==> src/design/l2rs_cfg.svh <==
// event codes, unit mask fields, line state codes and pipeline figures of the request selector
`ifndef L2RS_CFG_SVH
`define L2RS_CFG_SVH

// ==========================================================================
// event numbers
`define L2RS_EVT_DATA_RQ 8'h26
`define L2RS_EVT_WRITE_OWN 8'h27
`define L2RS_EVT_L1_WB 8'h28

// ==========================================================================
// unit mask values that carry a name
`define L2RS_UM_PF_MODIFIED 8'h80
`define L2RS_UM_PF_ALL 8'hf0
`define L2RS_UM_DATA_ALL 8'hff
`define L2RS_UM_LO_INVALID 8'h01
`define L2RS_UM_LO_SHARED 8'h02
`define L2RS_UM_LO_EXCLUSIVE 8'h04
`define L2RS_UM_LO_MODIFIED 8'h08
`define L2RS_UM_LO_HIT 8'h0e
`define L2RS_UM_LO_ALL 8'h0f
`define L2RS_UM_HI_INVALID 8'h10
`define L2RS_UM_HI_SHARED 8'h20
`define L2RS_UM_HI_EXCLUSIVE 8'h40
`define L2RS_UM_HI_MODIFIED 8'h80
`define L2RS_UM_HI_HIT 8'he0
`define L2RS_UM_HI_ALL 8'hf0

// ==========================================================================
// unit mask field layout: one nibble per request class, one bit per line state
`define L2RS_NIB_LO_MSB 3
`define L2RS_NIB_LO_LSB 0
`define L2RS_NIB_HI_MSB 7
`define L2RS_NIB_HI_LSB 4

// ==========================================================================
// line state codes, equal to the bit index inside a nibble
`define L2RS_ST_INVALID 2'h0
`define L2RS_ST_SHARED 2'h1
`define L2RS_ST_EXCLUSIVE 2'h2
`define L2RS_ST_MODIFIED 2'h3

// ==========================================================================
// reset values and latency from strobe to increment, in core clock cycles
`define L2RS_INC_RST 2'h0
`define L2RS_LATENCY 2

`endif

==> src/design/l2rs_pkg.sv <==
// types shared by the request selector modules
`include "l2rs_cfg.svh"

package l2rs_pkg;

   // ==========================================================================
   // line coherence state
   typedef enum logic [1:0] {
      L2RS_INVALID = 2'b00,
      L2RS_SHARED = 2'b01,
      L2RS_EXCLUSIVE = 2'b10,
      L2RS_MODIFIED = 2'b11
   } l2rs_mesi_t;

   // ==========================================================================
   // named selection currently programmed
   typedef enum logic [4:0] {
      L2RS_SEL_NONE = 5'b00000,
      L2RS_SEL_OTHER = 5'b00001,
      L2RS_L2_PREFETCH_LOAD_MODIFIED = 5'b00010,
      L2RS_L2_PREFETCH_LOAD_ALL = 5'b00011,
      L2RS_L2_DATA_REQUEST_ALL = 5'b00100,
      L2RS_L2_STORE_OWN_INVALID = 5'b00101,
      L2RS_L2_STORE_OWN_SHARED = 5'b00110,
      L2RS_L2_STORE_OWN_MODIFIED = 5'b00111,
      L2RS_L2_STORE_OWN_HIT = 5'b01000,
      L2RS_L2_STORE_OWN_ALL = 5'b01001,
      L2RS_L2_LOCKED_OWN_INVALID = 5'b01010,
      L2RS_L2_LOCKED_OWN_SHARED = 5'b01011,
      L2RS_L2_LOCKED_OWN_EXCLUSIVE = 5'b01100,
      L2RS_L2_LOCKED_OWN_MODIFIED = 5'b01101,
      L2RS_L2_LOCKED_OWN_HIT = 5'b01110,
      L2RS_L2_LOCKED_OWN_ALL = 5'b01111,
      L2RS_L1_WRITEBACK_INVALID = 5'b10000,
      L2RS_L1_WRITEBACK_SHARED = 5'b10001,
      L2RS_L1_WRITEBACK_EXCLUSIVE = 5'b10010,
      L2RS_L1_WRITEBACK_MODIFIED = 5'b10011,
      L2RS_L1_WRITEBACK_ALL = 5'b10100
   } l2rs_sel_t;

   // ==========================================================================
   // mask bit that enables a given line state inside one nibble
   function automatic logic l2rs_state_enabled(input logic [3:0] nib, input l2rs_mesi_t st);
      l2rs_state_enabled = nib[st];
   endfunction

endpackage

==> src/design/l2rs_selector.sv <==
// request event selector: qualifies cache request strobes and drives the counter increment
// ==========================================================================
`timescale 1ns/100ps
`include "l2rs_cfg.svh"

module l2rs_selector
   import l2rs_pkg::*;
(
   // clock and reset
   input wire logic mclk_i,
   input wire logic sys_rst_i,
   // selection
   input wire logic [7:0] evt_num_i,
   input wire logic [7:0] unit_mask_i,
   // second level data load requests
   input wire logic l2_load_req_i,
   input wire logic l2_load_prefetch_i,
   input wire l2rs_mesi_t l2_load_state_i,
   // second level store ownership requests
   input wire logic l2_store_own_req_i,
   input wire logic l2_store_own_pf_i,
   input wire l2rs_mesi_t l2_store_own_state_i,
   // second level locked ownership requests
   input wire logic l2_locked_own_req_i,
   input wire l2rs_mesi_t l2_locked_own_state_i,
   // level1_data_cache writebacks to the second level
   input wire logic l1_writeback_req_i,
   input wire l2rs_mesi_t l1_writeback_state_i,
   // counter side
   output logic [1:0] cnt_inc_o,
   output logic cnt_inc_any_o,
   output logic sel_active_o,
   output l2rs_sel_t sel_kind_o,
   output logic store_pf_drop_o
);

   // ==========================================================================
   // stage one: sampled selection and strobes
   logic [7:0] evt_r;
   logic [7:0] evt_nxt;
   logic [7:0] mask_r;
   logic [7:0] mask_nxt;
   logic load_req_r;
   logic load_req_nxt;
   logic load_pf_r;
   logic load_pf_nxt;
   l2rs_mesi_t load_st_r;
   l2rs_mesi_t load_st_nxt;
   logic store_req_r;
   logic store_req_nxt;
   logic store_pf_r;
   logic store_pf_nxt;
   l2rs_mesi_t store_st_r;
   l2rs_mesi_t store_st_nxt;
   logic lock_req_r;
   logic lock_req_nxt;
   l2rs_mesi_t lock_st_r;
   l2rs_mesi_t lock_st_nxt;
   logic wb_req_r;
   logic wb_req_nxt;
   l2rs_mesi_t wb_st_r;
   l2rs_mesi_t wb_st_nxt;

   // sampling every strobe with the selection keeps a count and its mask
   // from the same cycle, so a reprogram never mixes old strobes and new mask
   always_comb begin
      evt_nxt = evt_num_i;
      mask_nxt = unit_mask_i;
      load_req_nxt = l2_load_req_i;
      load_pf_nxt = l2_load_prefetch_i;
      load_st_nxt = l2_load_state_i;
      store_req_nxt = l2_store_own_req_i;
      store_pf_nxt = l2_store_own_pf_i;
      store_st_nxt = l2_store_own_state_i;
      lock_req_nxt = l2_locked_own_req_i;
      lock_st_nxt = l2_locked_own_state_i;
      wb_req_nxt = l1_writeback_req_i;
      wb_st_nxt = l1_writeback_state_i;
   end

   always_ff @(posedge mclk_i or posedge sys_rst_i) begin
      if (sys_rst_i) begin
         evt_r <= 8'h00;
         mask_r <= 8'h00;
         load_req_r <= 1'b0;
         load_pf_r <= 1'b0;
         load_st_r <= L2RS_INVALID;
         store_req_r <= 1'b0;
         store_pf_r <= 1'b0;
         store_st_r <= L2RS_INVALID;
         lock_req_r <= 1'b0;
         lock_st_r <= L2RS_INVALID;
         wb_req_r <= 1'b0;
         wb_st_r <= L2RS_INVALID;
      end else begin
         evt_r <= evt_nxt;
         mask_r <= mask_nxt;
         load_req_r <= load_req_nxt;
         load_pf_r <= load_pf_nxt;
         load_st_r <= load_st_nxt;
         store_req_r <= store_req_nxt;
         store_pf_r <= store_pf_nxt;
         store_st_r <= store_st_nxt;
         lock_req_r <= lock_req_nxt;
         lock_st_r <= lock_st_nxt;
         wb_req_r <= wb_req_nxt;
         wb_st_r <= wb_st_nxt;
      end
   end

   // ==========================================================================
   // decode of the sampled selection
   logic [3:0] dem_en;
   logic [3:0] pf_en;
   logic [3:0] store_en;
   logic [3:0] lock_en;
   logic [3:0] wb_en;
   l2rs_sel_t kind;

   l2rs_event_decode u_decode (
      .evt_num_i(evt_r),
      .unit_mask_i(mask_r),
      .load_demand_en_o(dem_en),
      .load_prefetch_en_o(pf_en),
      .store_own_en_o(store_en),
      .locked_own_en_o(lock_en),
      .writeback_en_o(wb_en),
      .sel_kind_o(kind)
   );

   // ==========================================================================
   // per-class qualification
   logic dem_req;
   logic pf_req;
   logic store_req;
   logic dem_hit;
   logic pf_hit;
   logic store_hit;
   logic lock_hit;
   logic wb_hit;

   always_comb begin
      dem_req = load_req_r && !load_pf_r;
      pf_req = load_req_r && load_pf_r;
      store_req = store_req_r && !store_pf_r;
   end

   l2rs_state_match u_dem (
      .req_i(dem_req),
      .state_i(load_st_r),
      .state_en_i(dem_en),
      .hit_o(dem_hit)
   );

   l2rs_state_match u_pf (
      .req_i(pf_req),
      .state_i(load_st_r),
      .state_en_i(pf_en),
      .hit_o(pf_hit)
   );

   l2rs_state_match u_store (
      .req_i(store_req),
      .state_i(store_st_r),
      .state_en_i(store_en),
      .hit_o(store_hit)
   );

   l2rs_state_match u_lock (
      .req_i(lock_req_r),
      .state_i(lock_st_r),
      .state_en_i(lock_en),
      .hit_o(lock_hit)
   );

   l2rs_state_match u_wb (
      .req_i(wb_req_r),
      .state_i(wb_st_r),
      .state_en_i(wb_en),
      .hit_o(wb_hit)
   );

   // ==========================================================================
   // increment and status
   logic [1:0] inc_r;
   logic [1:0] inc_nxt;
   logic inc_any_r;
   logic inc_any_nxt;
   logic active_r;
   logic active_nxt;
   l2rs_sel_t kind_r;
   l2rs_sel_t kind_nxt;
   logic drop_r;
   logic drop_nxt;

   // one load strobe is either demand or prefetch, so at most two classes
   // (store and locked ownership) can land in one cycle; two bits suffice
   always_comb begin
      inc_nxt = 2'({1'b0, dem_hit | pf_hit | wb_hit})
         + 2'({1'b0, store_hit})
         + 2'({1'b0, lock_hit});
      inc_any_nxt = dem_hit | pf_hit | store_hit | lock_hit | wb_hit;
      active_nxt = (|dem_en) | (|pf_en) | (|store_en) | (|lock_en) | (|wb_en);
      kind_nxt = kind;
      // a prefetch-flagged ownership strobe breaks the partner's promise; flag it
      drop_nxt = store_req_r && store_pf_r;
   end

   always_ff @(posedge mclk_i or posedge sys_rst_i) begin
      if (sys_rst_i) begin
         inc_r <= `L2RS_INC_RST;
         inc_any_r <= 1'b0;
         active_r <= 1'b0;
         kind_r <= L2RS_SEL_NONE;
         drop_r <= 1'b0;
      end else begin
         inc_r <= inc_nxt;
         inc_any_r <= inc_any_nxt;
         active_r <= active_nxt;
         kind_r <= kind_nxt;
         drop_r <= drop_nxt;
      end
   end

   always_comb begin
      cnt_inc_o = inc_r;
      cnt_inc_any_o = inc_any_r;
      sel_active_o = active_r;
      sel_kind_o = kind_r;
      store_pf_drop_o = drop_r;
   end

endmodule

==> src/design/l2rs_state_match.sv <==
// one request class: strobe qualified by line state against a unit mask nibble
`timescale 1ns/100ps

module l2rs_state_match
   import l2rs_pkg::*;
(
   // request
   input wire logic req_i,
   input wire l2rs_mesi_t state_i,
   // enabled states of this class
   input wire logic [3:0] state_en_i,
   // result
   output logic hit_o
);

   // ==========================================================================
   // qualification
   always_comb begin
      hit_o = req_i && l2rs_state_enabled(state_en_i, state_i);
   end

endmodule

==> src/design/l2rs_event_decode.sv <==
// splits event number and unit mask into per-class state enables and a named selection
`timescale 1ns/100ps
`include "l2rs_cfg.svh"

module l2rs_event_decode
   import l2rs_pkg::*;
(
   // selection
   input wire logic [7:0] evt_num_i,
   input wire logic [7:0] unit_mask_i,
   // per-class state enables
   output logic [3:0] load_demand_en_o,
   output logic [3:0] load_prefetch_en_o,
   output logic [3:0] store_own_en_o,
   output logic [3:0] locked_own_en_o,
   output logic [3:0] writeback_en_o,
   // named selection
   output l2rs_sel_t sel_kind_o
);

   logic [3:0] lo_nib;
   logic [3:0] hi_nib;

   // ==========================================================================
   // enables
   always_comb begin
      lo_nib = unit_mask_i[`L2RS_NIB_LO_MSB:`L2RS_NIB_LO_LSB];
      hi_nib = unit_mask_i[`L2RS_NIB_HI_MSB:`L2RS_NIB_HI_LSB];
      load_demand_en_o = 4'h0;
      load_prefetch_en_o = 4'h0;
      store_own_en_o = 4'h0;
      locked_own_en_o = 4'h0;
      writeback_en_o = 4'h0;
      // unknown events enable nothing
      unique case (evt_num_i)
         `L2RS_EVT_DATA_RQ: begin
            load_demand_en_o = lo_nib;
            load_prefetch_en_o = hi_nib;
         end
         `L2RS_EVT_WRITE_OWN: begin
            store_own_en_o = lo_nib;
            locked_own_en_o = hi_nib;
         end
         `L2RS_EVT_L1_WB: begin
            // upper nibble has no class under this event
            writeback_en_o = lo_nib;
         end
         default: begin
         end
      endcase
   end

   // ==========================================================================
   // named selection
   always_comb begin
      sel_kind_o = L2RS_SEL_NONE;
      unique case (evt_num_i)
         `L2RS_EVT_DATA_RQ: begin
            unique case (unit_mask_i)
               `L2RS_UM_PF_MODIFIED: sel_kind_o = L2RS_L2_PREFETCH_LOAD_MODIFIED;
               `L2RS_UM_PF_ALL: sel_kind_o = L2RS_L2_PREFETCH_LOAD_ALL;
               `L2RS_UM_DATA_ALL: sel_kind_o = L2RS_L2_DATA_REQUEST_ALL;
               8'h00: sel_kind_o = L2RS_SEL_NONE;
               default: sel_kind_o = L2RS_SEL_OTHER;
            endcase
         end
         `L2RS_EVT_WRITE_OWN: begin
            unique case (unit_mask_i)
               `L2RS_UM_LO_INVALID: sel_kind_o = L2RS_L2_STORE_OWN_INVALID;
               `L2RS_UM_LO_SHARED: sel_kind_o = L2RS_L2_STORE_OWN_SHARED;
               `L2RS_UM_LO_MODIFIED: sel_kind_o = L2RS_L2_STORE_OWN_MODIFIED;
               `L2RS_UM_LO_HIT: sel_kind_o = L2RS_L2_STORE_OWN_HIT;
               `L2RS_UM_LO_ALL: sel_kind_o = L2RS_L2_STORE_OWN_ALL;
               `L2RS_UM_HI_INVALID: sel_kind_o = L2RS_L2_LOCKED_OWN_INVALID;
               `L2RS_UM_HI_SHARED: sel_kind_o = L2RS_L2_LOCKED_OWN_SHARED;
               `L2RS_UM_HI_EXCLUSIVE: sel_kind_o = L2RS_L2_LOCKED_OWN_EXCLUSIVE;
               `L2RS_UM_HI_MODIFIED: sel_kind_o = L2RS_L2_LOCKED_OWN_MODIFIED;
               `L2RS_UM_HI_HIT: sel_kind_o = L2RS_L2_LOCKED_OWN_HIT;
               `L2RS_UM_HI_ALL: sel_kind_o = L2RS_L2_LOCKED_OWN_ALL;
               8'h00: sel_kind_o = L2RS_SEL_NONE;
               default: sel_kind_o = L2RS_SEL_OTHER;
            endcase
         end
         `L2RS_EVT_L1_WB: begin
            unique case (unit_mask_i[`L2RS_NIB_LO_MSB:`L2RS_NIB_LO_LSB])
               4'h1: sel_kind_o = L2RS_L1_WRITEBACK_INVALID;
               4'h2: sel_kind_o = L2RS_L1_WRITEBACK_SHARED;
               4'h4: sel_kind_o = L2RS_L1_WRITEBACK_EXCLUSIVE;
               4'h8: sel_kind_o = L2RS_L1_WRITEBACK_MODIFIED;
               4'hf: sel_kind_o = L2RS_L1_WRITEBACK_ALL;
               4'h0: sel_kind_o = L2RS_SEL_NONE;
               default: sel_kind_o = L2RS_SEL_OTHER;
            endcase
         end
         default: sel_kind_o = L2RS_SEL_NONE;
      endcase
   end

endmodule

==> config.mk <==
export PLATFORM = sky130hd
export DESIGN_NAME = l2rs_selector
export DESIGN_NICKNAME = d
export VERILOG_FILES = /design/src/design/l2rs_pkg.sv /design/src/design/l2rs_selector.sv /design/src/design/l2rs_state_match.sv /design/src/design/l2rs_event_decode.sv
export VERILOG_INCLUDE_DIRS = /design/src /design/src/design
export SDC_FILE = /design/constraint.sdc
export NUM_CORES = 1
export LEC_CHECK = 0
export BUFFER_PORTS_ARGS = -buffer_cell sky130_fd_sc_hd__buf_2
export CORE_ASPECT_RATIO = 1.25
export CORE_UTILIZATION = 47
export DETAILED_ROUTE_END_ITERATION = 10
export PLACE_DENSITY = 0.84
export SLEW_MARGIN = 40
export SYNTH_ARGS = -nofsm -noshare
export SYNTH_HDL_FRONTEND = slang
export SYNTH_SLANG_ARGS = --single-unit
export TNS_END_PERCENT = 5
==> constraint.sdc <==
create_clock -name mclk_i -period 1.9 [get_ports mclk_i]
set_input_delay 0.38 -clock mclk_i [delete_from_list [all_inputs] [get_ports mclk_i]]
set_output_delay 0.38 -clock mclk_i [all_outputs]
set_load 0.05 [all_outputs]
==> flow_metrics.py <==
metrics = {
    "floorplanning": {
        "num_rows": 24,
        "io_pins": 42,
        "coreArea_mm2": 0.00357,
        "die_y_um": 71.2,
        "start_util_pct": 50.3,
        "die_w_um": 57.3,
        "dieArea_mm2": 0.00408,
    },
    "detailed_routing": {
        "routedWlPerCell_um": 16.0,
        "first_pass_iters": 7,
        "drtAntennaViolNets": 0,
        "drtIter0Drc": 48,
        "remaining_drc_errors": 2,
        "via_per_inst": 5.77,
        "via_count": 1431,
        "routed_wl_um": 3980,
    },
    "logic_synthesis": {
        "synth_mux_area_share_pct": 7.79,
        "synth_nets": 181,
        "yosysWarnings": 0,
        "synthXorXnorAreaFrac_pct": 2.44,
        "synth-seq-cells": 40,
        "synth_edf_count": 0,
        "synth-async-reset-ratio_pct": 100,
        "synthAdderAreaFrac_pct": 1.67,
        "syn_area_mm2": 0.00180,
        "synth_cells": 148,
        "ys_seq_area_share_pct": 55.7,
        "syn_area_per_cell_um2": 12.1,
        "synth_top_family_by_area": "simple AND/OR/NAND/NOR gates",
        "ys_types": 50,
        "synth_compound_area_share_pct": 13.4,
        "yosys.area_share.simple_pct": 16.4,
        "synth-main-ff-cell": "dfrtp_1",
    },
    "global_routing": {
        "grt_max_degree": 41,
        "antenna_found_initial": 0,
        "overflow": 0,
        "grtUsageTotal_pct": 20.8,
        "grt_pass1_wl_um": 6080,
        "grt_pass1_vias": 1307,
    },
    "worst_setup_path": {
        "cp.depth": 5,
        "worst-setup-path-type": "register to register",
        "critPathSlowestCell": "or4bb_4",
        "cp_top_family": "simple AND/OR/NAND/NOR gates",
        "rr_startpoint": "evt_r[0]",
        "crit_start": "evt_r[0]",
        "critical-path-max-stage-delay_ns": 0.58,
        "cp_num_buf_inv": 0,
        "arrival_ns": 2.09,
        "crit_end": "cnt_inc_o[0]",
        "crit_required_ns": 2.08,
        "worstSetupEndpointType": "register",
        "ff2ff_path_depth": 5,
        "r2r_end": "cnt_inc_o[0]",
        "cp_max_fo": 3,
        "cp-start-kind": "register",
        "crit_chain": "or4bb_4 > nor2_4 > nand2_2 > o21ai_2 > fa_1",
        "reg2reg_slack_ns": -0.009,
    },
    "outcome": {
        "status": "complete, but fails checks",
        "violations": "design-rule violations, negative setup slack",
    },
    "final_layout": {
        "final_nets": 241,
        "n_fill_cell": 258,
        "fin_util_pct": 65.4,
        "diodes": 0,
        "syn_to_final_growth_pct": 30.1,
        "layout-drive-gt1-share_pct": 42.1,
    },
    "timing": {
        "finalSetupViolations": 1,
        "grt_setup_unrepaired": "true",
        "fin_crit_ns": 1.91,
        "holdWs_ns": 0.172,
        "hold_viol": 0,
        "fin_crit_sh_pct": 100,
        "slew_violations": 0,
        "setup_slack_ns": -0.00893,
        "skew_ns": 0.0101,
        "fmax_mhz": 524,
        "slew_headroom_pct": 68.3,
        "worst_pin_slew_ns": 0.475,
    },
    "clocking": {
        "cts-buffers-inserted": 5,
        "tritoncts": "yes",
        "cts.reportedPaths.clkPinSlew_ns": 0.08,
        "htreeDepth": 2,
        "clock_path_buffers": 2,
        "clk-insertion-delay-late_ns": 0.30,
        "numClockSinks": 40,
        "clockRootBuffer": "clkbuf_8",
    },
    "placement": {
        "port_buffers": 41,
        "dp_hpwl_um": 2590,
        "gp_congestion": 0.888,
    },
    "power_and_ir_drop": {
        "power_density_mw_per_mm2": 791,
        "irDropWorstVdd_mv": 0.777,
        "power.leakage_nw": 1.06,
    },
    "run": {
        "cap_violations": 0,
    },
    "min_path": {
        "hp-class": "primary input to async pin",
    },
}
cell type report:
type                    instances  area (um^2)  share of cell area (%)
clock buffers                   6         82.6                    3.53
clock inverters                 2         38.8                    1.66
inverters                       1         3.75                   0.161
multi-input cells              97          781                    33.4
flip-flops and latches         40         1000                    42.8
well taps                      39         48.8                    2.09
repair buffers                 63          383                    16.4
kinds of logic after synthesis:
logic type               after synthesis
AND/OR/NAND/NOR                       49
AO/OA/AOI/OAI                         34
multiplexers                           7
flip-flops                            40
buffers and inverters                 11
adder cells (fa/ha/maj)                2
XOR/XNOR                               5
how the worst min path moves through the flow:
| stage | startpoint | end | slack (ns) |
|---|---|---|---|
| after floorplan | evt_num_i[0] | evt_r[0] | 0.41 |
| after global placement | store_pf_r | store_pf_drop_o | 0.46 |
| after detailed placement | store_pf_r | store_pf_drop_o | 0.47 |
| after CTS | unit_mask_i[7] | mask_r[7] | 0.17 |
| after global routing | evt_num_i[5] | evt_r[5] | 0.17 |
| final | sys_rst_i | load_req_r | 0.17 |
registers in the layout (all words and copies together) (netlist names):
signal / flops
load_req_r: 1
cnt_inc_any_o: 1
wb_st_r: 2
evt_r: 8
wb_req_r: 1
sel_active_o: 1
cnt_inc_o: 2
store_st_r: 2
store_pf_r: 1
store_req_r: 1
lock_st_r: 2
mask_r: 8
lock_req_r: 1
load_st_r: 2
sel_kind_o: 5
load_pf_r: 1
store_pf_drop_o: 1
where the power goes:
group	leakage (nW)	switching [W]	internal, W
sequential	0.488	0.0000239	0.000885
combinational	0.515	0.000111	0.0000999
clock	0.0614	0.000302	0.000429
total	1.06	0.000436	0.00141
worst register-to-register path, cell delays in order, from the launching register on:
cell,delay (ns)
dfrtp_1,0.42
or4bb_4,0.58
nor2_4,0.13
nand2_2,0.06
o21ai_2,0.15
fa_1,0.44
cell usage after synthesis (2+ instances only):
library cell | number | area, um^2
nand2_1 | 8 | 30.0
mux4_1 | 2 | 52.6
o211ai_1 | 2 | 15.0
o21ai_1 | 4 | 20.0
a21oi_1 | 8 | 40.0
nand3_1 | 5 | 25.0
nor2_1 | 13 | 48.8
and3_1 | 2 | 12.5
a211oi_1 | 2 | 15.0
nor3_1 | 4 | 20.0
mux2i_1 | 2 | 20.0
or3_1 | 2 | 12.5
buf_2 | 6 | 30.0
xor2_1 | 4 | 35.0
mux4_2 | 3 | 67.6
clkbuf_1 | 3 | 11.3
o21ai_0 | 6 | 30.0
dfrtp_1 | 40 | 1000
cell usage in the layout, fill, tap and decap left out, types with 2 or more instances in the layout:
| cell | instances |
|---|---|
| nand2_1 | 7 |
| nand3_1 | 4 |
| mux4_2 | 3 |
| buf_2 | 41 |
| nor2_1 | 12 |
| a211oi_1 | 2 |
| and3_1 | 2 |
| mux2i_1 | 2 |
| o21ai_0 | 6 |
| a21oi_1 | 8 |
| o211ai_1 | 2 |
| o21ai_1 | 3 |
| mux4_1 | 2 |
| nor3_1 | 4 |
| dfrtp_1 | 40 |
| xor2_1 | 4 |
| clkbuf_8 | 6 |
| buf_4 | 21 |
| or3_1 | 2 |
routing by layer:
metal / part of all wire (%) / GRT usage [%] / vias to the layer above
met4: 3.7 / 12.7 / 0
met3: 4.7 / 6.03 / 15
met1: 37 / 22.3 / 691
met2: 55 / 35.6 / 59
li1: - / - / 666
met5: 0 / 0 / -
stage by stage:
stage / cell area, um^2 / TNS [ns] / std cells / power [W] / setup WS (ns)
floorplan: 1800 / 0 / 148 / 0.00104 / 0.0614
global placement: 2160 / 0 / 237 / 0.00111 / 0.0202
detailed placement: 2160 / -0.0628 / 237 / 0.00112 / -0.0628
CTS: 2300 / 0 / 246 / 0.00185 / 0.00260
global route: 2340 / -0.0369 / 248 / 0.00192 / -0.0369
finish: 2340 / -0.00893 / 248 / 0.00185 / -0.00893
what timing repair did:
action | CTS | global route
endpoints found under the setup margin | 1 | 1
gates resized for setup | 3 | 5
hold buffers | 0 | 0
buffers inserted | 1 | 2
pin swaps | 5 | 5
Note: power is estimated with default switching activity, not from simulation.
